## src/hw/dacc_defs.svh

```systemverilog
// Purpose: offsets, field positions, reset values and timing counts
// Assumes: 10 MHz system clock, APB byte addresses
// Notes: definitions only
`ifndef DACC_DEFS_SVH
`define DACC_DEFS_SVH

`define DACC_OFF_CTL0 12'h000
`define DACC_OFF_DAT0 12'h004
`define DACC_OFF_CTL1 12'h008
`define DACC_OFF_DAT1 12'h00C
`define DACC_OFF_STAT 12'h010
`define DACC_OFF_MASK 12'h014

`define DACC_B_GRP 0
`define DACC_B_ENC 1
`define DACC_B_IFG 2
`define DACC_B_IE 3
`define DACC_B_DF 4
`define DACC_B_AMP_LO 5
`define DACC_B_AMP_HI 7
`define DACC_B_IR 8
`define DACC_B_CAL 9
`define DACC_B_LSEL_LO 10
`define DACC_B_LSEL_HI 11
`define DACC_B_RES 12
`define DACC_B_SREF_LO 13
`define DACC_B_SREF_HI 14

`define DACC_CTL_LOCK_MASK 16'h7DF1
`define DACC_CTL_RW_MASK 16'h7FFF
`define DACC_CTL_RST 16'h0000
`define DACC_DAT_RST 12'h000
`define DACC_MASK_RST 2'h3

`define DACC_LSEL_WRITE 2'h0
`define DACC_LSEL_GROUP 2'h1
`define DACC_LSEL_TMR1 2'h2
`define DACC_LSEL_TMR2 2'h3

`define DACC_CLK_PERIOD_NS 100
`define DACC_CAL_TIME_NS 100000
`define DACC_CAL_CYCLES ((`DACC_CAL_TIME_NS + `DACC_CLK_PERIOD_NS - 1) / `DACC_CLK_PERIOD_NS)

`endif

```

## src/hw/dacc_pkg.sv

```systemverilog
// Purpose: types shared by the converter channel control logic
// Assumes: two channels
// Notes: constants live in dacc_defs.svh
package dacc_pkg;

    typedef enum logic [1:0] {
        DACC_SPD_OFF = 2'b00,
        DACC_SPD_LOW = 2'b01,
        DACC_SPD_MED = 2'b10,
        DACC_SPD_HIGH = 2'b11
    } dacc_speed_t;

    typedef enum logic [1:0] {
        DACC_CAL_IDLE = 2'b00,
        DACC_CAL_RUN = 2'b01,
        DACC_CAL_DONE = 2'b10
    } dacc_cal_st_t;

    typedef struct packed {
        logic [11:0] code;
        dacc_speed_t in_spd;
        dacc_speed_t out_spd;
        logic out_hiz;
        logic out_zero;
        logic [1:0] ref_sel;
        logic range_3x;
        logic res_8bit;
        logic cal_active;
    } dacc_core_t;

    typedef struct packed {
        dacc_cal_st_t st;
        logic [9:0] cnt;
        logic busy;
        logic done;
    } dacc_cal_state_t;

    typedef struct packed {
        logic [1:0][15:0] ctl;
        logic [1:0][11:0] dat;
        logic [1:0][11:0] latch;
        logic [1:0] pend;
        logic [1:0] mask;
        logic t1_prev;
        logic t2_prev;
        logic pready;
        logic pslverr;
        logic [31:0] prdata;
        logic irq;
        logic [1:0] chan_irq;
        dacc_core_t [1:0] core;
    } dacc_top_state_t;

endpackage

```

## src/hw/dacc_cal_seq.sv

```systemverilog
// Purpose: offset calibration sequencer for one channel
// Assumes: start is a one-cycle pulse
// Notes: done pulses once when the fixed calibration time has elapsed
`include "dacc_defs.svh"
module dacc_cal_seq
    import dacc_pkg::*;
(
    input wire logic sys_clk_in,
    input wire logic nrst_in,
    input wire logic start_in,
    output logic busy_out,
    output logic done_out
);
    localparam logic [9:0] CAL_LAST = 10'(`DACC_CAL_CYCLES - 1);

    dacc_cal_state_t s;
    dacc_cal_state_t next_s;

    always_comb begin
        next_s = s;
        next_s.done = 1'b0;
        case (s.st)
            DACC_CAL_IDLE: begin
                if (start_in) begin
                    next_s.st = DACC_CAL_RUN;
                    next_s.cnt = 10'h000;
                    next_s.busy = 1'b1;
                end
            end
            DACC_CAL_RUN: begin
                if (s.cnt == CAL_LAST) begin
                    next_s.st = DACC_CAL_DONE;
                    next_s.done = 1'b1;
                end else begin
                    next_s.cnt = s.cnt + 10'h001;
                end
            end
            DACC_CAL_DONE: begin
                next_s.st = DACC_CAL_IDLE;
                next_s.busy = 1'b0;
            end
            default: begin
                next_s = '0;
            end
        endcase
    end

    always_ff @(posedge sys_clk_in or negedge nrst_in) begin
        if (!nrst_in) begin
            s <= '0;
        end else begin
            s <= next_s;
        end
    end

    assign busy_out = s.busy;
    assign done_out = s.done;
endmodule

```

## src/hw/dacc_chan_decode.sv

```systemverilog
// Purpose: decode one channel's control word and latched sample for the core
// Assumes: purely combinational, registered by the caller
// Notes: two's complement is turned into offset binary by inverting the sign
`include "dacc_defs.svh"
module dacc_chan_decode
    import dacc_pkg::*;
(
    input wire logic [15:0] ctl_in,
    input wire logic [11:0] latch_in,
    input wire logic cal_busy_in,
    output dacc_core_t core_out
);
    logic [2:0] amp;
    logic is_8bit;
    logic twos;

    always_comb begin
        amp = ctl_in[`DACC_B_AMP_HI:`DACC_B_AMP_LO];
        is_8bit = ctl_in[`DACC_B_RES];
        twos = ctl_in[`DACC_B_DF];
        core_out = '0;
        core_out.ref_sel = ctl_in[`DACC_B_SREF_HI:`DACC_B_SREF_LO];
        core_out.range_3x = ~ctl_in[`DACC_B_IR];
        core_out.res_8bit = is_8bit;
        core_out.cal_active = cal_busy_in;
        if (is_8bit) begin
            // upper nibble ignored, bit 7 is msb and sign
            core_out.code = {4'h0, latch_in[7] ^ twos, latch_in[6:0]};
        end else begin
            // right-justified, bit 11 is msb and sign
            core_out.code = {latch_in[11] ^ twos, latch_in[10:0]};
        end
        case (amp)
            3'b000: begin
                core_out.out_hiz = 1'b1;
            end
            3'b001: begin
                core_out.out_zero = 1'b1;
            end
            3'b010: begin
                core_out.in_spd = DACC_SPD_LOW;
                core_out.out_spd = DACC_SPD_LOW;
            end
            3'b011: begin
                core_out.in_spd = DACC_SPD_LOW;
                core_out.out_spd = DACC_SPD_MED;
            end
            3'b100: begin
                core_out.in_spd = DACC_SPD_LOW;
                core_out.out_spd = DACC_SPD_HIGH;
            end
            3'b101: begin
                core_out.in_spd = DACC_SPD_MED;
                core_out.out_spd = DACC_SPD_MED;
            end
            3'b110: begin
                core_out.in_spd = DACC_SPD_MED;
                core_out.out_spd = DACC_SPD_HIGH;
            end
            3'b111: begin
                core_out.in_spd = DACC_SPD_HIGH;
                core_out.out_spd = DACC_SPD_HIGH;
            end
            default: begin
                core_out.out_hiz = 1'b1;
            end
        endcase
    end
endmodule

```

## src/hw/dacc_top.sv

```systemverilog
// Purpose: control and data registers of a two-channel 12-bit converter
// Assumes: APB slave, 10 MHz clock, timer outputs synchronous to the clock
// Notes: channel 0 may be grouped with channel 1
//
// Our own choices: the placing of the registers and the APB slave port.
`include "dacc_defs.svh"
module dacc_top
    import dacc_pkg::*;
(
    input wire logic sys_clk_in,
    input wire logic nrst_in,
    input wire logic psel_in,
    input wire logic penable_in,
    input wire logic pwrite_in,
    input wire logic [11:0] paddr_in,
    input wire logic [31:0] pwdata_in,
    input wire logic first_timer_out1_in,
    input wire logic second_timer_out2_in,
    output logic [31:0] prdata_out,
    output logic pready_out,
    output logic pslverr_out,
    output logic irq_out,
    output logic [1:0] chan_irq_out,
    output dacc_core_t [1:0] core_out
);
    dacc_top_state_t s;
    dacc_top_state_t next_s;

    logic [1:0] cal_start;
    logic [1:0] cal_busy;
    logic [1:0] cal_done;
    dacc_core_t [1:0] core_dec;

    // true when the address is one of the six mapped words
    function automatic logic addr_mapped(input logic [11:0] a);
        case (a)
            `DACC_OFF_CTL0, `DACC_OFF_DAT0, `DACC_OFF_CTL1, `DACC_OFF_DAT1,
            `DACC_OFF_STAT, `DACC_OFF_MASK: addr_mapped = 1'b1;
            default: addr_mapped = 1'b0;
        endcase
    endfunction

    function automatic logic [11:0] ctl_off(input int ch);
        ctl_off = (ch == 0) ? `DACC_OFF_CTL0 : `DACC_OFF_CTL1;
    endfunction

    function automatic logic [11:0] dat_off(input int ch);
        dat_off = (ch == 0) ? `DACC_OFF_DAT0 : `DACC_OFF_DAT1;
    endfunction

    // enabled when load select is zero, or conversion enable is set
    function automatic logic chan_enabled(input logic [15:0] c);
        if (c[`DACC_B_LSEL_HI:`DACC_B_LSEL_LO] == `DACC_LSEL_WRITE) begin
            chan_enabled = 1'b1;
        end else begin
            chan_enabled = c[`DACC_B_ENC];
        end
    endfunction

    // trigger chosen by load select for a single channel
    function automatic logic chan_trig(input logic [15:0] c, input logic wr,
                                       input logic r1, input logic r2);
        case (c[`DACC_B_LSEL_HI:`DACC_B_LSEL_LO])
            `DACC_LSEL_WRITE: chan_trig = wr;
            `DACC_LSEL_GROUP: chan_trig = wr;
            `DACC_LSEL_TMR1: chan_trig = r1;
            `DACC_LSEL_TMR2: chan_trig = r2;
            default: chan_trig = 1'b0;
        endcase
    endfunction

    genvar gi;
    generate
        for (gi = 0; gi < 2; gi++) begin : g_chan
            dacc_chan_decode u_dec (
                .ctl_in(s.ctl[gi]),
                .latch_in(s.latch[gi]),
                .cal_busy_in(cal_busy[gi]),
                .core_out(core_dec[gi])
            );
            dacc_cal_seq u_cal (
                .sys_clk_in(sys_clk_in),
                .nrst_in(nrst_in),
                .start_in(cal_start[gi]),
                .busy_out(cal_busy[gi]),
                .done_out(cal_done[gi])
            );
        end
    endgenerate

    logic acc_phase;
    logic wr_done;
    logic [1:0] wr_ctl;
    logic [1:0] wr_dat;
    logic [1:0] load;
    logic [1:0] flags;
    logic rise1;
    logic rise2;
    logic grouped;
    logic all_written;
    logic grp_trig;
    logic [15:0] wd;
    logic [15:0] cand;

    always_comb begin
        next_s = s;
        cal_start = 2'b00;
        load = 2'b00;
        wd = pwdata_in[15:0];
        cand = 16'h0000;
        all_written = 1'b0;
        grp_trig = 1'b0;
        acc_phase = psel_in & penable_in & ~s.pready;
        wr_done = psel_in & penable_in & s.pready & pwrite_in;
        rise1 = first_timer_out1_in & ~s.t1_prev;
        rise2 = second_timer_out2_in & ~s.t2_prev;
        next_s.t1_prev = first_timer_out1_in;
        next_s.t2_prev = second_timer_out2_in;
        // one wait state, then a one-cycle answer
        next_s.pready = acc_phase;
        next_s.pslverr = acc_phase & ~addr_mapped(paddr_in);
        if (acc_phase) begin
            case (paddr_in)
                `DACC_OFF_CTL0: next_s.prdata = {16'h0000, s.ctl[0]};
                `DACC_OFF_CTL1: next_s.prdata = {16'h0000, s.ctl[1]};
                `DACC_OFF_DAT0: next_s.prdata = {20'h00000, s.dat[0]};
                `DACC_OFF_DAT1: next_s.prdata = {20'h00000, s.dat[1]};
                `DACC_OFF_STAT: next_s.prdata = {30'h0, s.ctl[1][`DACC_B_IFG],
                                                 s.ctl[0][`DACC_B_IFG]};
                `DACC_OFF_MASK: next_s.prdata = {30'h0, s.mask};
                default: next_s.prdata = 32'h00000000;
            endcase
        end
        for (int i = 0; i < 2; i++) begin
            wr_ctl[i] = wr_done & (paddr_in == ctl_off(i));
            wr_dat[i] = wr_done & (paddr_in == dat_off(i));
            if (wr_ctl[i]) begin
                cand = wd & `DACC_CTL_RW_MASK;
                if (s.ctl[i][`DACC_B_ENC]) begin
                    // protected fields keep their value while enabled
                    cand = (s.ctl[i] & `DACC_CTL_LOCK_MASK) |
                           (cand & ~`DACC_CTL_LOCK_MASK);
                end
                cand[`DACC_B_CAL] = s.ctl[i][`DACC_B_CAL] | wd[`DACC_B_CAL];
                cal_start[i] = wd[`DACC_B_CAL] & ~s.ctl[i][`DACC_B_CAL];
                next_s.ctl[i] = cand;
            end
            if (wr_dat[i]) begin
                next_s.dat[i] = wd[11:0];
            end
            if (cal_done[i]) begin
                next_s.ctl[i][`DACC_B_CAL] = 1'b0;
            end
        end
        if (wr_done & (paddr_in == `DACC_OFF_STAT)) begin
            for (int i = 0; i < 2; i++) begin
                if (pwdata_in[i]) begin
                    next_s.ctl[i][`DACC_B_IFG] = 1'b0;
                end
            end
        end
        if (wr_done & (paddr_in == `DACC_OFF_MASK)) begin
            next_s.mask = pwdata_in[1:0];
        end
        // only channel 0 can group; channel 1 has no higher partner
        grouped = s.ctl[0][`DACC_B_GRP];
        if (grouped) begin
            all_written = ((s.pend | wr_dat) == 2'b11);
            case (s.ctl[0][`DACC_B_LSEL_HI:`DACC_B_LSEL_LO])
                `DACC_LSEL_WRITE: grp_trig = |wr_dat;
                `DACC_LSEL_GROUP: grp_trig = all_written;
                `DACC_LSEL_TMR1: grp_trig = rise1;
                `DACC_LSEL_TMR2: grp_trig = rise2;
                default: grp_trig = 1'b0;
            endcase
            load = {2{grp_trig & chan_enabled(s.ctl[0])}};
            if (s.ctl[0][`DACC_B_LSEL_HI:`DACC_B_LSEL_LO] == `DACC_LSEL_GROUP) begin
                next_s.pend = all_written ? 2'b00 : (s.pend | wr_dat);
            end else begin
                next_s.pend = 2'b00;
            end
        end else begin
            next_s.pend = 2'b00;
            for (int i = 0; i < 2; i++) begin
                load[i] = chan_enabled(s.ctl[i]) &
                          chan_trig(s.ctl[i], wr_dat[i], rise1, rise2);
            end
        end
        for (int i = 0; i < 2; i++) begin
            if (load[i]) begin
                next_s.latch[i] = next_s.dat[i];
                // set wins over a clear in the same cycle
                next_s.ctl[i][`DACC_B_IFG] = 1'b1;
            end
            flags[i] = next_s.ctl[i][`DACC_B_IFG];
            next_s.chan_irq[i] = flags[i] & next_s.ctl[i][`DACC_B_IE];
        end
        next_s.irq = |(next_s.chan_irq & next_s.mask);
        next_s.core = core_dec;
    end

    always_ff @(posedge sys_clk_in or negedge nrst_in) begin
        if (!nrst_in) begin
            s <= '0;
            s.ctl <= {2{`DACC_CTL_RST}};
            s.dat <= {2{`DACC_DAT_RST}};
            s.mask <= `DACC_MASK_RST;
            s.core[0].out_hiz <= 1'b1;
            s.core[1].out_hiz <= 1'b1;
        end else begin
            s <= next_s;
        end
    end

    assign prdata_out = s.prdata;
    assign pready_out = s.pready;
    assign pslverr_out = s.pslverr;
    assign irq_out = s.irq;
    assign chan_irq_out = s.chan_irq;
    assign core_out = s.core;
endmodule

```

## config.mk

```make
export PLATFORM = sky130hd
export DESIGN_NAME = dacc_top
export DESIGN_NICKNAME = d
export VERILOG_FILES = /design/src/hw/dacc_pkg.sv /design/src/hw/dacc_cal_seq.sv /design/src/hw/dacc_chan_decode.sv /design/src/hw/dacc_top.sv
export VERILOG_INCLUDE_DIRS = /design/src /design/src/hw
export SDC_FILE = /design/constraint.sdc
export NUM_CORES = 1
export LEC_CHECK = 0
export ABC_AREA = 1
export BUFFER_PORTS_ARGS = -buffer_cell sky130_fd_sc_hd__clkbuf_2
export CAP_MARGIN = 10
export CORE_MARGIN = 3
export CORE_UTILIZATION = 35
export CTS_BUF_LIST = sky130_fd_sc_hd__clkbuf_8
export CTS_CLUSTER_SIZE = 25
export DETAILED_ROUTE_END_ITERATION = 7
export PLACE_DENSITY_LB_ADDON = 0.05
export SLEW_MARGIN = 20
export SYNTH_ARGS = -nofsm -noshare
export SYNTH_HDL_FRONTEND = slang
export SYNTH_HIERARCHICAL = 1
export SYNTH_SLANG_ARGS = --single-unit
```

## constraint.sdc

```tcl
create_clock -name sys_clk_in -period 2.3 [get_ports sys_clk_in]
set_clock_uncertainty 0.2 [all_clocks]
set_input_delay 0.115 -clock sys_clk_in [delete_from_list [all_inputs] [get_ports sys_clk_in]]
set_output_delay 0.115 -clock sys_clk_in [all_outputs]
set_load 0.01 [all_outputs]
```

# Word level (Yosys, flattened, before mapping)
# Cells that the tools add are included.
dict set report classes {
  add_sub_neg 2
  eq_ne 38
  mux 58
  bitwise_logic 42
  reduce_logical 20
}
# op count
set op_table {}
lappend op_table {{15-bit case mux with 6 select lines} 1}
lappend op_table {{10-bit case mux with 3 select lines} 2}
lappend op_table {{12-bit 2-to-1 mux} 4}
lappend op_table {{4-bit case mux with 6 select lines} 2}
lappend op_table {{10-bit 2-to-1 mux} 4}
lappend op_table {{15-bit 2-to-1 mux} 2}
lappend op_table {{15-bit by 10-bit OR with 15-bit output} 2}
lappend op_table {{1-bit 2-to-1 mux} 27}
lappend op_table {{13-bit 2-to-1 mux} 2}
lappend op_table {{12-bit by 4-bit equality test with 1-bit output, second input constant} 2}
lappend op_table {{12-bit by 5-bit equality test with 1-bit output, second input constant} 2}
lappend op_table {{3-bit equality test, second input constant} 8}
lappend op_table {{10-bit by 1-bit adder with 10-bit output, second input constant} 2}
lappend op_table {{1-bit AND} 20}
lappend op_table {{10-bit equality test, second input constant} 2}
lappend op_table {{2-bit equality test, second input constant} 7}
lappend op_table {{2-bit 2-to-1 mux} 7}
lappend op_table {{12-bit by 3-bit equality test with 1-bit output, second input constant} 1}
lappend op_table {{3-bit by 2-bit equality test with 1-bit output, second input constant} 4}
lappend op_table {{12-bit zero test} 1}
lappend op_table {{1-bit inverter} 12}
lappend op_table {{2-bit by 1-bit equality test with 1-bit output, second input constant} 4}
lappend op_table {{2-bit zero test} 4}
lappend op_table {{2-bit by 1-bit != test with 1-bit output, second input constant} 4}
lappend op_table {{16 further kinds} 34}
dict set report totals {
  ff_bits 195
  inputBits 51
  out_inout_bits 83
}

# Longest topological paths before layout
# Gate-level depths: netlist of the first run.
dict set report depth {
  word_depth 14
  ltp_mapped 14
  mapped_depth_nobuf 13
}

# Cells and area by module
# The synthesis of the first run kept the hierarchy.
# mod n_inst cells_each area_each_um2
set by_module_without_submodules {}
lappend by_module_without_submodules {dacc_top 1 686 6451.2}
lappend by_module_without_submodules {dacc_cal_seq 2 108 818.3}
lappend by_module_without_submodules {dacc_chan_decode 2 45 217.7}

# Worst setup path before layout of the first run
# Ideal clock, no wire load.
dict set report synth_path {
  kind {register to register}
  from {register s (netlist bit pready_out)}
  to {register g_chan[0].u_cal/s[2] in the netlist's numbering}
  arrival_time_ps 1693
  required_time_ps 1979
  path_slack_ps 286
  stages_incl_launch_ff 13
  period_less_slack_ps 2014
  cell_sequence {dfrtp_1 > nand2_1 > nor2_2 > inv_1 > nor2_2 > nand2_1 > nor2_1 > nand2_1 > nand2_1 > nand2_4 > buf_8 > nand2_1 > o21ai_2}
}
dict set report synth_between {
  elab_chain_cells 6
}
# element line_no
set synth_lines {}
lappend synth_lines {{start: declaration} dacc_top.sv:26} ;# dacc_top_state_t s;
lappend synth_lines {{start signal: assignment} dacc_top.sv:211} ;# s <= next_s;
lappend synth_lines {{1-bit AND (2 in a row)} dacc_top.sv:114} ;# wr_done = psel_in & penable_in & s.pready & pwrite_in;
lappend synth_lines {{1-bit AND} dacc_top.sv:135} ;# wr_ctl[i] = wr_done & (paddr_in == ctl_off(i));
lappend synth_lines {{1-bit 2-to-1 mux} dacc_top.sv:137} ;# if (wr_ctl[i]) begin
lappend synth_lines {{named net cal_start[0]} dacc_top.sv:29} ;# logic [1:0] cal_start;
lappend synth_lines {{2-bit by 1-bit != test with 1-bit output (no source line)} n/a}
lappend synth_lines {{3-bit AND reduction (no source line)} n/a}
lappend synth_lines {{end signal: assignment} dacc_cal_seq.sv:52} ;# s <= next_s;
lappend synth_lines {{end: declaration} dacc_cal_seq.sv:16} ;# dacc_cal_state_t s;
# The timed path passes the listed nets, and every way through them passes these cells.
# A chain may end at the register's enable or synchronous reset.

# Final worst setup path of the first run
dict set report layout_path {
  from {register s (netlist bit pready_out)}
  to {register g_chan[0].u_cal/s[6] in the netlist's numbering}
}
# Same word-level chain as after synthesis.

==> reports/metrics.cfg, run 1 <==
[run_status]
outcome=completed

[floorplanning]
io_pins=134
die_w_um=162
die-area_um2=26300
rows=56
initial_core_util_pct=36.0
core_area_um2=23700
die_y_um=162

[setup_path]
arrival_ns=2.22
crit_family=simple AND/OR/NAND/NOR gates
path_class=flip-flop to flip-flop
r2r_end=g_chan[0].u_cal/s[6]
worst-path-buf-inv=2
crit_required_ns=2.45
crit_path_top_delay_cell=dfrtp_1
reg2reg_slack_ns=0.23
timing.rr.start=pready_out
cp_cell_sequence=nand2_1, nor2_2, buf_4, inv_1, nor2_2, nand2_1, nor2_1, nand2_1, nand2_1, nand2_4, nand2_1, o21ai_0
ff2ff_path_depth=12
slowest_delay_ns=0.39
cp_max_fo=14
cpMostUsedCell=nand2_1
cp-end-kind=flip-flop
start_kind=flip-flop

[timing]
setup_viol=0
fmax_mhz=483
maxSlewViolCount=0
period_share_pct=90.0
fin_crit_ns=2.07
tightest_slew_ns=0.544
hold_viol_final=0
max_slew_margin_pct=63.7
rsz0062_at_grt=false
setup_tns_ns=0

[routing]
wl_mm=20.4
via_per_inst=4.37
wire_per_inst_um=14.8
num_vias=6016
drc_errors=0
met2WireLength_mm=9.65
drt_iter0_drc=308
top_layer_used=met4
dr_wl_met3_um=772
postRouteAntennaNets=0
drt-met1-wl_mm=9.85
first_pass_iters=4

[yosys]
yosysTopAreaCell=dfrtp_1
synth_enable_flop_cells=0
synth_seq_area_share_pct=52.3
synth_area_um2=8520
synth_cell_types=40
yosysMostFrequentCell=nand2_1
synth_seq_cells=178
netlist.area_leader.share_pct=51.1
synth_cells=992
async_reset_ff_share_pct=100
avgSynthCellArea_um2=8.59
synth_common_cells=nand2_1, dfrtp_1, buf_4, nand3_1, inv_1
synthTopCellsByArea=dfrtp_1, nand2_1, buf_4, nand3_1, inv_1
synth_flop_cell=dfrtp_1
yosys_warnings=6

[global_route]
grt_overflow_total=0
antenna_found_initial=0
track_usage_pct=16.2
grt_pass1_vias=5983
grt_pass1_wl_mm=33.2
grt_max_degree=52

[clocking]
cts_hold_buf=24
cts_num_sinks=178
cts_max_level=4
post-cts-setup-buffers=0
ctsResizeCount=0
clk_path_buf_depth=2
clockRootBuffer=clkbuf_8
numCtsBuffers=17
clk_pin_slew_ns=0.09
cts_tree=done
clk_latency_ns=0.46

[hold_path]
hold_path_startpoint=paddr_in[0]
whs_endpoint=s[86]
whs_path_depth=6
hp-class=input pin to flip-flop

[job]
cap_violations=0

[layout]
multi_input_area_um2=2820
antenna_cells=0
synthToLayoutAreaGrowth_pct=10.9
post-route-util_pct=39.9
nets=1099
final-seq-area_um2=4460
drive_above_1_share_pct=19.8
fillers=2548

[placed_design]
io_buffers=99
hpwl_mm=15.0
place_congestion=0.813

[power]
power.density_nw_per_um2=604
ir_drop_v=0.000335
leakage_nw=4.92

==> how the worst max path moves through the flow <==
stage	start	to	slack, ns	cells after the start
after floorplan	pready_out	g_chan[0].u_cal/s[2]	0.29	12
after global placement	paddr_in[11]	g_chan[0].u_cal/s[6]	0.18	14
after detailed placement	paddr_in[11]	g_chan[0].u_cal/s[6]	0.12	14
after CTS	pready_out	g_chan[0].u_cal/s[6]	0.19	12
after global routing	pready_out	g_chan[0].u_cal/s[5]	0.001	12
final	pready_out	g_chan[0].u_cal/s[6]	0.23	12
==> kinds of logic (layout without fill, tap and decap cells) <==
family	count (synthesis)	in the layout	synth area share, %
and+or+nand+nor	474	474	25.0
buffers and inverters	228	279	15.3
DFF	178	178	52.3
AOI/OAI and AO/OA	107	107	6.84
adders and majority gates	2	2	0.294
xor gates and xnor gates	2	2	0.206
other	1	17	0.0440
==> state kept, by name (all words and copies together) (netlist names) <==
signal and flops:
pslverr_out 1, g_chan.u_cal/busy_out 2, s 83, g_chan.u_cal/done_out 2, prdata_out 15, pready_out 1, chan_irq_out 2, irq_out 1
grouped 1, g_chan.u_cal/s 24, core_out 46
==> final cells by class <==
class	count	share of cell area, %
clock buffers	18	2.62
clock inverters	14	1.85
inverters	100	4.00
multi-input cells	602	29.8
flip-flops and latches	178	47.2
well taps	319	4.22
repair buffers	147	10.3
==> metal layers <==
layer / GRT usage [%] / vias up
met5: 0 / -
met4: 3.26 / 0
met3: 3.47 / 4
met2: 25.9 / 101
met1: 22.9 / 2790
li1: - / 3121
==> cells in the final DEF, fill, tap and decap left out, types with 5 or more instances in the layout <==
| master | n |
|---|---|
| a21oi_1 | 5 |
| buf_4 | 20 |
| clkbuf_2 | 98 |
| clkbuf_8 | 18 |
| conb_1 | 17 |
| dfrtp_1 | 174 |
| dlygate4sd3_1 | 24 |
| inv_1 | 90 |
| inv_2 | 7 |
| nand2_1 | 274 |
| nand2_2 | 10 |
| nand3_1 | 99 |
| nand4_1 | 5 |
| nor2_1 | 52 |
| nor2_2 | 13 |
| o21ai_0 | 59 |
| o21ai_1 | 25 |
| o21ai_2 | 6 |
==> stage by stage <==
stage	power [W]	hold WS [ns]	area, um^2	std cells	worst slack, ns
2_1_floorplan	0.00327	-0.381	8580	1008	0.286
3_3_place_gp	0.00341	-0.0837	8790	1322	0.184
3_5_place_dp	0.00341	-0.0787	8790	1322	0.120
4_1_cts	0.00581	0.00820	9450	1378	0.195
5_1_grt	0.00597	0.0416	9450	1378	0.00117
6_report	0.00571	0.0229	9450	1378	0.230
==> power breakdown <==
part,switching [W],internal (W),total (W)
Sequential,0.00000196,0.00313,0.00313
Clock,0.00122,0.00112,0.00234
Combinational,0.000158,0.0000772,0.000235
==> worst reg2reg max path, cell delays in order, from the launching register on <==
cell and delay, ns:
dfrtp_1 0.39, nand2_1 0.07, nor2_2 0.09, buf_4 0.17, inv_1 0.11, nor2_2 0.19
nand2_1 0.11, nor2_1 0.17, nand2_1 0.07, nand2_1 0.10, nand2_4 0.13, nand2_1 0.08
o21ai_0 0.07
No activity file was read; power rests on OpenSTA's default activity.
==> run 2, diff against run 1 <==
--- a/config.mk
+++ b/config.mk
@@ -6,7 +6,7 @@
 export SDC_FILE = /design/constraint.sdc
 export NUM_CORES = 1
 export LEC_CHECK = 0
-export ABC_AREA = 1
+export ABC_AREA = 0
 export BUFFER_PORTS_ARGS = -buffer_cell sky130_fd_sc_hd__clkbuf_2
 export CAP_MARGIN = 10
 export CORE_MARGIN = 3
==> run 2 against run 1 <==
Effect of this change:
- worst hold slack better by 0.048 ns
- via count is 15% lower
- clock power shrank 6%
- flip-flop and latch count is the same
- non-clock buffer count increased by 24
- die area is 2.2% lower
- final cell count fell by 21%
- critical path depth fell by 4
- core utilization increased by 1.6 points
- sequential power is essentially flat
- maximum frequency decreased by 8.5%
- design area up 0.93%
- largest cell class unchanged
- largest power group unchanged
==> reports/metrics.cfg, run 2 <==
[routing]
via_per_inst=4.69  ; +7.3%
drc_errors=0  ; unchanged
first_pass_iters=4  ; unchanged
wire_per_inst_um=17.2  ; +16%
num_vias=5127  ; -15%
drt_iter0_drc=188  ; -39%
wl_mm=18.8  ; -7.6%
postRouteAntennaNets=0  ; unchanged

[global_route]
grt_pass1_wl_mm=30.5  ; -8.1%
grt_max_degree=65  ; +25%
track_usage_pct=15.1  ; -1.1 points
antenna_found_initial=0  ; unchanged
grt_overflow_total=0  ; unchanged
grt_pass1_vias=5439  ; -9.1%

[layout]
nets=821  ; -25%
synthToLayoutAreaGrowth_pct=14.5
largest_reg_flops=83  ; unchanged
fillers=2257  ; -11%
final_common_cell=dfrtp_1
final_area_um2=9540  ; +0.93%
largest-register=s
mostFrequentLayoutCells=dfrtp_1, clkbuf_2, nand2_1, mux2_2, buf_4
drive_above_1_share_pct=37.6  ; +18 points
antenna_cells=0  ; unchanged

[hold_path]
whs_endpoint=pslverr_out
whs_path_depth=6  ; unchanged
hp-class=input pin to flip-flop
hold_path_startpoint=paddr_in[9]

[run_status]
outcome=completed

[power]
pwr-share-seq_pct=56.2  ; +1.3 points
p_sw_w=0.00151  ; +9.9%
combPwrFrac_pct=4.6  ; +0.5 points
leakage_nw=4.77  ; -3.0%
clockPowerShare_pct=39.3  ; -1.7 points
p_int_w=0.00407  ; -6.0%
power.density_nw_per_um2=585  ; -3.1%
swShare_pct=27.1  ; +3.0 points
ir_drop_v=0.000315  ; -6.0%

[job]
cap_violations=0  ; unchanged

[placed_design]
hpwl_mm=13.4  ; -11%
io_buffers=99  ; unchanged
place_congestion=0.805  ; -1.0%
place_area_um2=8770  ; -0.26%

[clocking]
clk_latency_ns=0.46  ; about the same
cts_max_level=4  ; unchanged
clk_pin_slew_ns=0.09  ; about the same
cts_tree=done
cts_num_sinks=178  ; unchanged
numCtsBuffers=17  ; unchanged
clk_path_buf_depth=2  ; unchanged
clockRootBuffer=clkbuf_8

[timing]
maxSlewViolCount=0  ; unchanged
tightest_slew_ns=0.547  ; +0.00307 ns
fin_crit_ns=2.26  ; +0.192 ns
period_share_pct=98.3  ; +8.3 points
rsz0062_at_grt=true
max_slew_margin_pct=63.4  ; -0.33 points
setup_viol=0  ; unchanged
hold_ws_ns=0.0704  ; +0.0475 ns
fmax_mhz=442  ; -8.5%
hold_viol_final=0  ; unchanged

[yosys]
netlist.area_leader.share_pct=52.3  ; +1.2 points
synth_cell_types=69  ; +73%
async_reset_ff_share_pct=100  ; unchanged
synth_seq_area_share_pct=53.5  ; +1.2 points
yosys_warnings=6  ; unchanged
yosysMostFrequentCell=dfrtp_1
synth_cells=691  ; -30%
yosysTopAreaCell=dfrtp_1
synth_flop_cell=dfrtp_1
synthTopCellsByArea=dfrtp_1, buf_4, mux2_2, nand2_1, mux4_2
synth_common_cells=dfrtp_1, buf_4, nand2_1, mux2_2, nor2_1
avgSynthCellArea_um2=12.1  ; +40%
synth_seq_cells=178  ; unchanged
synth_enable_flop_cells=0  ; unchanged
synth_area_um2=8330  ; -2.3%

[setup_path]
path_class=input pin to flip-flop
timing.rr.start=pready_out
critical_path.startpoint=paddr_in[2]
reg2reg_slack_ns=0.07  ; -0.16 ns
cp_max_fo=6  ; -8
start_kind=input pin
crit_required_ns=2.44  ; about the same
cp-end-kind=flip-flop
r2r_end=s[90]
arrival_ns=2.40  ; +0.18 ns
ff2ff_path_depth=6  ; -6

[floorplanning]
io_pins=134  ; unchanged
rows=55  ; -1.8%
die-area_um2=25700  ; -2.2%
die_w_um=160  ; -1.1%
die_y_um=160  ; -1.1%
initial_core_util_pct=36.2  ; +0.25 points
core_area_um2=23000  ; -2.9%

## run 2: cell families (layout without fill, tap and decap cells)
kind of cell,count (synthesis),in the layout,share of synthesized area [%]
DFF,178,178,53.5
muxes,85,85,13.1
and+or+nand+nor,179,179,11.6
xor gates and xnor gates,8,8,0.841
adders and majority gates,2,2,0.300
buffers and inverters,149,223,11.9
other,1,17,0.0450
AOI/OAI and AO/OA,89,89,8.70
## run 2: critical path, cell delays in order
cell and delay, ns:
dlygate4sd3_1 0.55, buf_6 0.12, nor4b_4 0.30, nand4_4 0.18
o21ba_4 0.26, o32ai_4 0.35, buf_6 0.21, mux2_4 0.30
## run 2: cell type report
type,count,area (um^2),area share [%]
sequential,178,4460,46.7
multi-input combinational,380,3010,31.5
timing repair buffer,171,1190,12.5
tap,313,392,4.11
clock buffer,17,234,2.45
clock inverter,15,179,1.88
inverter,20,75.1,0.787
## run 2: routing by layer
layer / track usage, % / routed length [um]
met5: 0 / 0
met3: 3.29 / 763
met4: 3.87 / 193
met2: 24.6 / 9110
met1: 20.5 / 8740
## run 2: worst max-delay path by stage
stage                                 to  slack (ns)  depth (start not counted)
floorplan           g_chan[1].u_cal/s[9]       0.006                         10
global placement    g_chan[1].u_cal/s[9]       -0.30                         10
detailed placement  g_chan[1].u_cal/s[9]       -0.25                         10
CTS                                s[89]       0.002                          6
global route        g_chan[1].u_cal/s[9]       -0.02                          9
finish                             s[90]        0.04                          8
## run 2: metrics by stage
step	instances	worst slack (ns)	TNS, ns	total power (W)	util (%)
floorplan	707	0.00595	0	0.00328	-
global placement	1034	-0.299	-4.05	0.00341	38.1
detailed placement	1034	-0.251	-3.53	0.00342	38.1
CTS	1091	0.00197	0	0.00568	41.2
global route	1094	-0.0170	-0.0233	0.00582	41.5
finish	1094	0.0386	0	0.00558	41.5
## run 2: power by group through the flow
| stage | sequential [W] | clock [W] | combinational [W] |
|---|---|---|---|
| 5_1_grt | 0.00314 | 0.00240 | 0.000285 |
| 3_3_place_gp | 0.00319 | 0 | 0.000218 |
| 6_report | 0.00313 | 0.00219 | 0.000255 |
| 2_1_floorplan | 0.00320 | 0 | 0.0000851 |
| 3_5_place_dp | 0.00320 | 0 | 0.000221 |
| 4_1_cts | 0.00313 | 0.00229 | 0.000261 |
## run 2: what timing repair did
| item | CTS | global route |
|---|---|---|
| hold buffers | 25 | 0 |
| endpoints found under the hold margin | 265 | 0 |
| pin swaps | 0 | 4 |
| cloned | 0 | 0 |
| buffers inserted | 0 | 3 |
| resized for setup | 7 | 16 |
| setup endpoints to repair | 29 | 29 |
==> run 3, diff against run 2 <==
--- a/config.mk
+++ b/config.mk
@@ -6,7 +6,6 @@
 export SDC_FILE = /design/constraint.sdc
 export NUM_CORES = 1
 export LEC_CHECK = 0
-export ABC_AREA = 0
 export BUFFER_PORTS_ARGS = -buffer_cell sky130_fd_sc_hd__clkbuf_2
 export CAP_MARGIN = 10
 export CORE_MARGIN = 3
@@ -15,8 +14,10 @@
 export CTS_CLUSTER_SIZE = 25
 export DETAILED_ROUTE_END_ITERATION = 7
 export PLACE_DENSITY_LB_ADDON = 0.05
+export SETUP_SLACK_MARGIN = 0.2
 export SLEW_MARGIN = 20
 export SYNTH_ARGS = -nofsm -noshare
 export SYNTH_HDL_FRONTEND = slang
 export SYNTH_HIERARCHICAL = 1
 export SYNTH_SLANG_ARGS = --single-unit
+export TNS_END_PERCENT = 30
==> run 3 against run 2 <==
Effect of this change:
- sequential power hardly changed
- flip-flop and latch count stayed put
- register-to-register slack is essentially flat
==> reports/metrics.cfg, run 3 (synthesized netlist as in run 2, its figures left out) <==
[run_status]
outcome=completed

[clocking]
numCtsBuffers=17  ; unchanged
cts_num_sinks=178  ; unchanged
clk_path_buf_depth=2  ; unchanged
cts_max_level=4  ; unchanged
clk_pin_slew_ns=0.10  ; about the same
clk_latency_ns=0.45  ; about the same
clockRootBuffer=clkbuf_8
cts_tree=done

[placed_design]
place_congestion=0.833  ; +3.5%
io_buffers=99  ; unchanged
hpwl_mm=13.7  ; +2.2%
place_area_um2=8820  ; +0.63%

[setup_path]
start_kind=flip-flop
r2r_end=s[89]
cp-end-kind=flip-flop
ff2ff_path_depth=6  ; unchanged
timing.rr.start=s[84]
cp_max_fo=6  ; unchanged
path_class=flip-flop to flip-flop
arrival_ns=2.39  ; about the same
reg2reg_slack_ns=0.06  ; about the same
crit_required_ns=2.45  ; about the same

[power]
ir_drop_v=0.000285  ; -9.6%
total_power_w=0.00554  ; -0.75%
power.density_nw_per_um2=581  ; -0.72%
leakage_nw=4.75  ; -0.45%

[hold_path]
whs_endpoint=s[146]
hold_path_startpoint=psel_in
hp-class=input pin to flip-flop
whs_path_depth=4  ; -2

[layout]
synthToLayoutAreaGrowth_pct=14.5  ; about the same
final_common_cell=dfrtp_1
antenna_cells=0  ; unchanged
largest_reg_flops=83  ; unchanged
multi_input_area_um2=3030  ; +0.79%
drive_above_1_share_pct=38.0  ; +0.35 points
final-seq-area_um2=4460  ; unchanged
final_area_um2=9540  ; about the same
nets=819  ; -0.24%
largest-register=s
mostFrequentLayoutCells=dfrtp_1, clkbuf_2, nand2_1, mux2_2, buf_4
fillers=2272  ; +0.66%

[timing]
fin_crit_ns=2.24  ; -0.0182 ns
period_share_pct=97.5  ; -0.79 points
max_slew_margin_pct=58.3  ; -5.1 points
rsz0062_at_grt=true
tightest_slew_ns=0.623  ; +0.0760 ns
hold_ws_ns=0.0590  ; -0.0114 ns
setup_tns_ns=0  ; unchanged
maxSlewViolCount=0  ; unchanged
setup_viol=0  ; unchanged
fmax_mhz=446  ; +0.81%
hold_viol_final=0  ; unchanged

[routing]
drc_errors=0  ; unchanged
drt_iter0_drc=224  ; +19%
via_per_inst=4.69  ; +0.16%
wl_mm=19.0  ; +1.2%
first_pass_iters=4  ; unchanged
wire_per_inst_um=17.4  ; +1.4%
postRouteAntennaNets=0  ; unchanged
num_vias=5126  ; -0.020%

[floorplanning]
rows=55  ; unchanged
io_pins=134  ; unchanged
die_y_um=160  ; unchanged
initial_core_util_pct=36.2  ; unchanged
core_area_um2=23000  ; unchanged
die-area_um2=25700  ; unchanged
die_w_um=160  ; unchanged

[job]
cap_violations=0  ; unchanged

[global_route]
grt_pass1_wl_mm=31.0  ; +1.5%
grt_max_degree=70  ; +7.7%
track_usage_pct=15.3  ; +0.23 points
grt_pass1_vias=5312  ; -2.3%
grt_overflow_total=0  ; unchanged
antenna_found_initial=0  ; unchanged

## run 3: cell count changes in the layout (fill, tap and decap cells not counted), moves of 2 or more
cell / change
buf_4: -4
clkinvlp_4: +2
a21oi_1: -3
inv_8: +2
a21oi_2: +3
## run 3: timing repair
| item | 4_1_cts | 5_1_grt |
|---|---|---|
| buffers inserted | 1 | 1 |
| hold buffers | 24 | 0 |
| setup endpoints to repair | 67 | 50 |
| hold endpoints to repair | 262 | 0 |
| gates resized for setup | 11 | 6 |
| pin swaps | 5 | 3 |
## run 3: worst max-delay path by stage
stage	depth (start not counted)	end	from	slack [ns]
after floorplan	10	g_chan[0].u_cal/s[9]	paddr_in[5]	0.13
after global placement	9	g_chan[1].u_cal/s[9]	paddr_in[5]	-0.10
after detailed placement	9	g_chan[1].u_cal/s[9]	paddr_in[5]	-0.16
after CTS	6	s[89]	s[84]	0.08
after global routing	6	s[92]	s[84]	0.03
final	6	s[89]	s[84]	0.06
## run 3: final cells by class
class	count	share of cell area, %
timing repair buffer	169	12.3
clock inverter	15	1.74
clock buffer	17	2.45
sequential	178	46.8
inverter	20	0.787
multi-input combinational	380	31.8
tap	313	4.11
## run 3: where the power goes
part,switching (W),total [W],leakage [nW],internal (W)
clock network,0.00132,0.00215,0.197,0.000827
logic,0.000162,0.000255,2.16,0.0000929
registers,0.00000220,0.00313,2.40,0.00313
## run 3: critical path: stages (launching register included)
cell and delay, ns:
dfrtp_1 0.39, or3b_4 0.40, a32o_1 0.26, o21a_1 0.16
o32ai_4 0.21, buf_6 0.21, mux2_4 0.31
## run 3: metal layers
metal | up-vias | track usage (%) | part of all wire (%)
met4 | 0 | 3.20 | 0.59
met3 | 6 | 3.45 | 4.0
met2 | 107 | 24.5 | 48
li1 | 2450 | - | -
met5 | - | 0 | 0
met1 | 2563 | 21.5 | 48
## run 3: metrics by stage
step                      utilization (%)  setup slack [ns]  cells
after global routing                 41.5            0.0263   1092
after global placement               38.4            -0.103   1034
after detailed placement             38.4            -0.163   1034
after CTS                            41.4            0.0763   1091
final                                41.5            0.0569   1092
after floorplan                         -             0.128    707
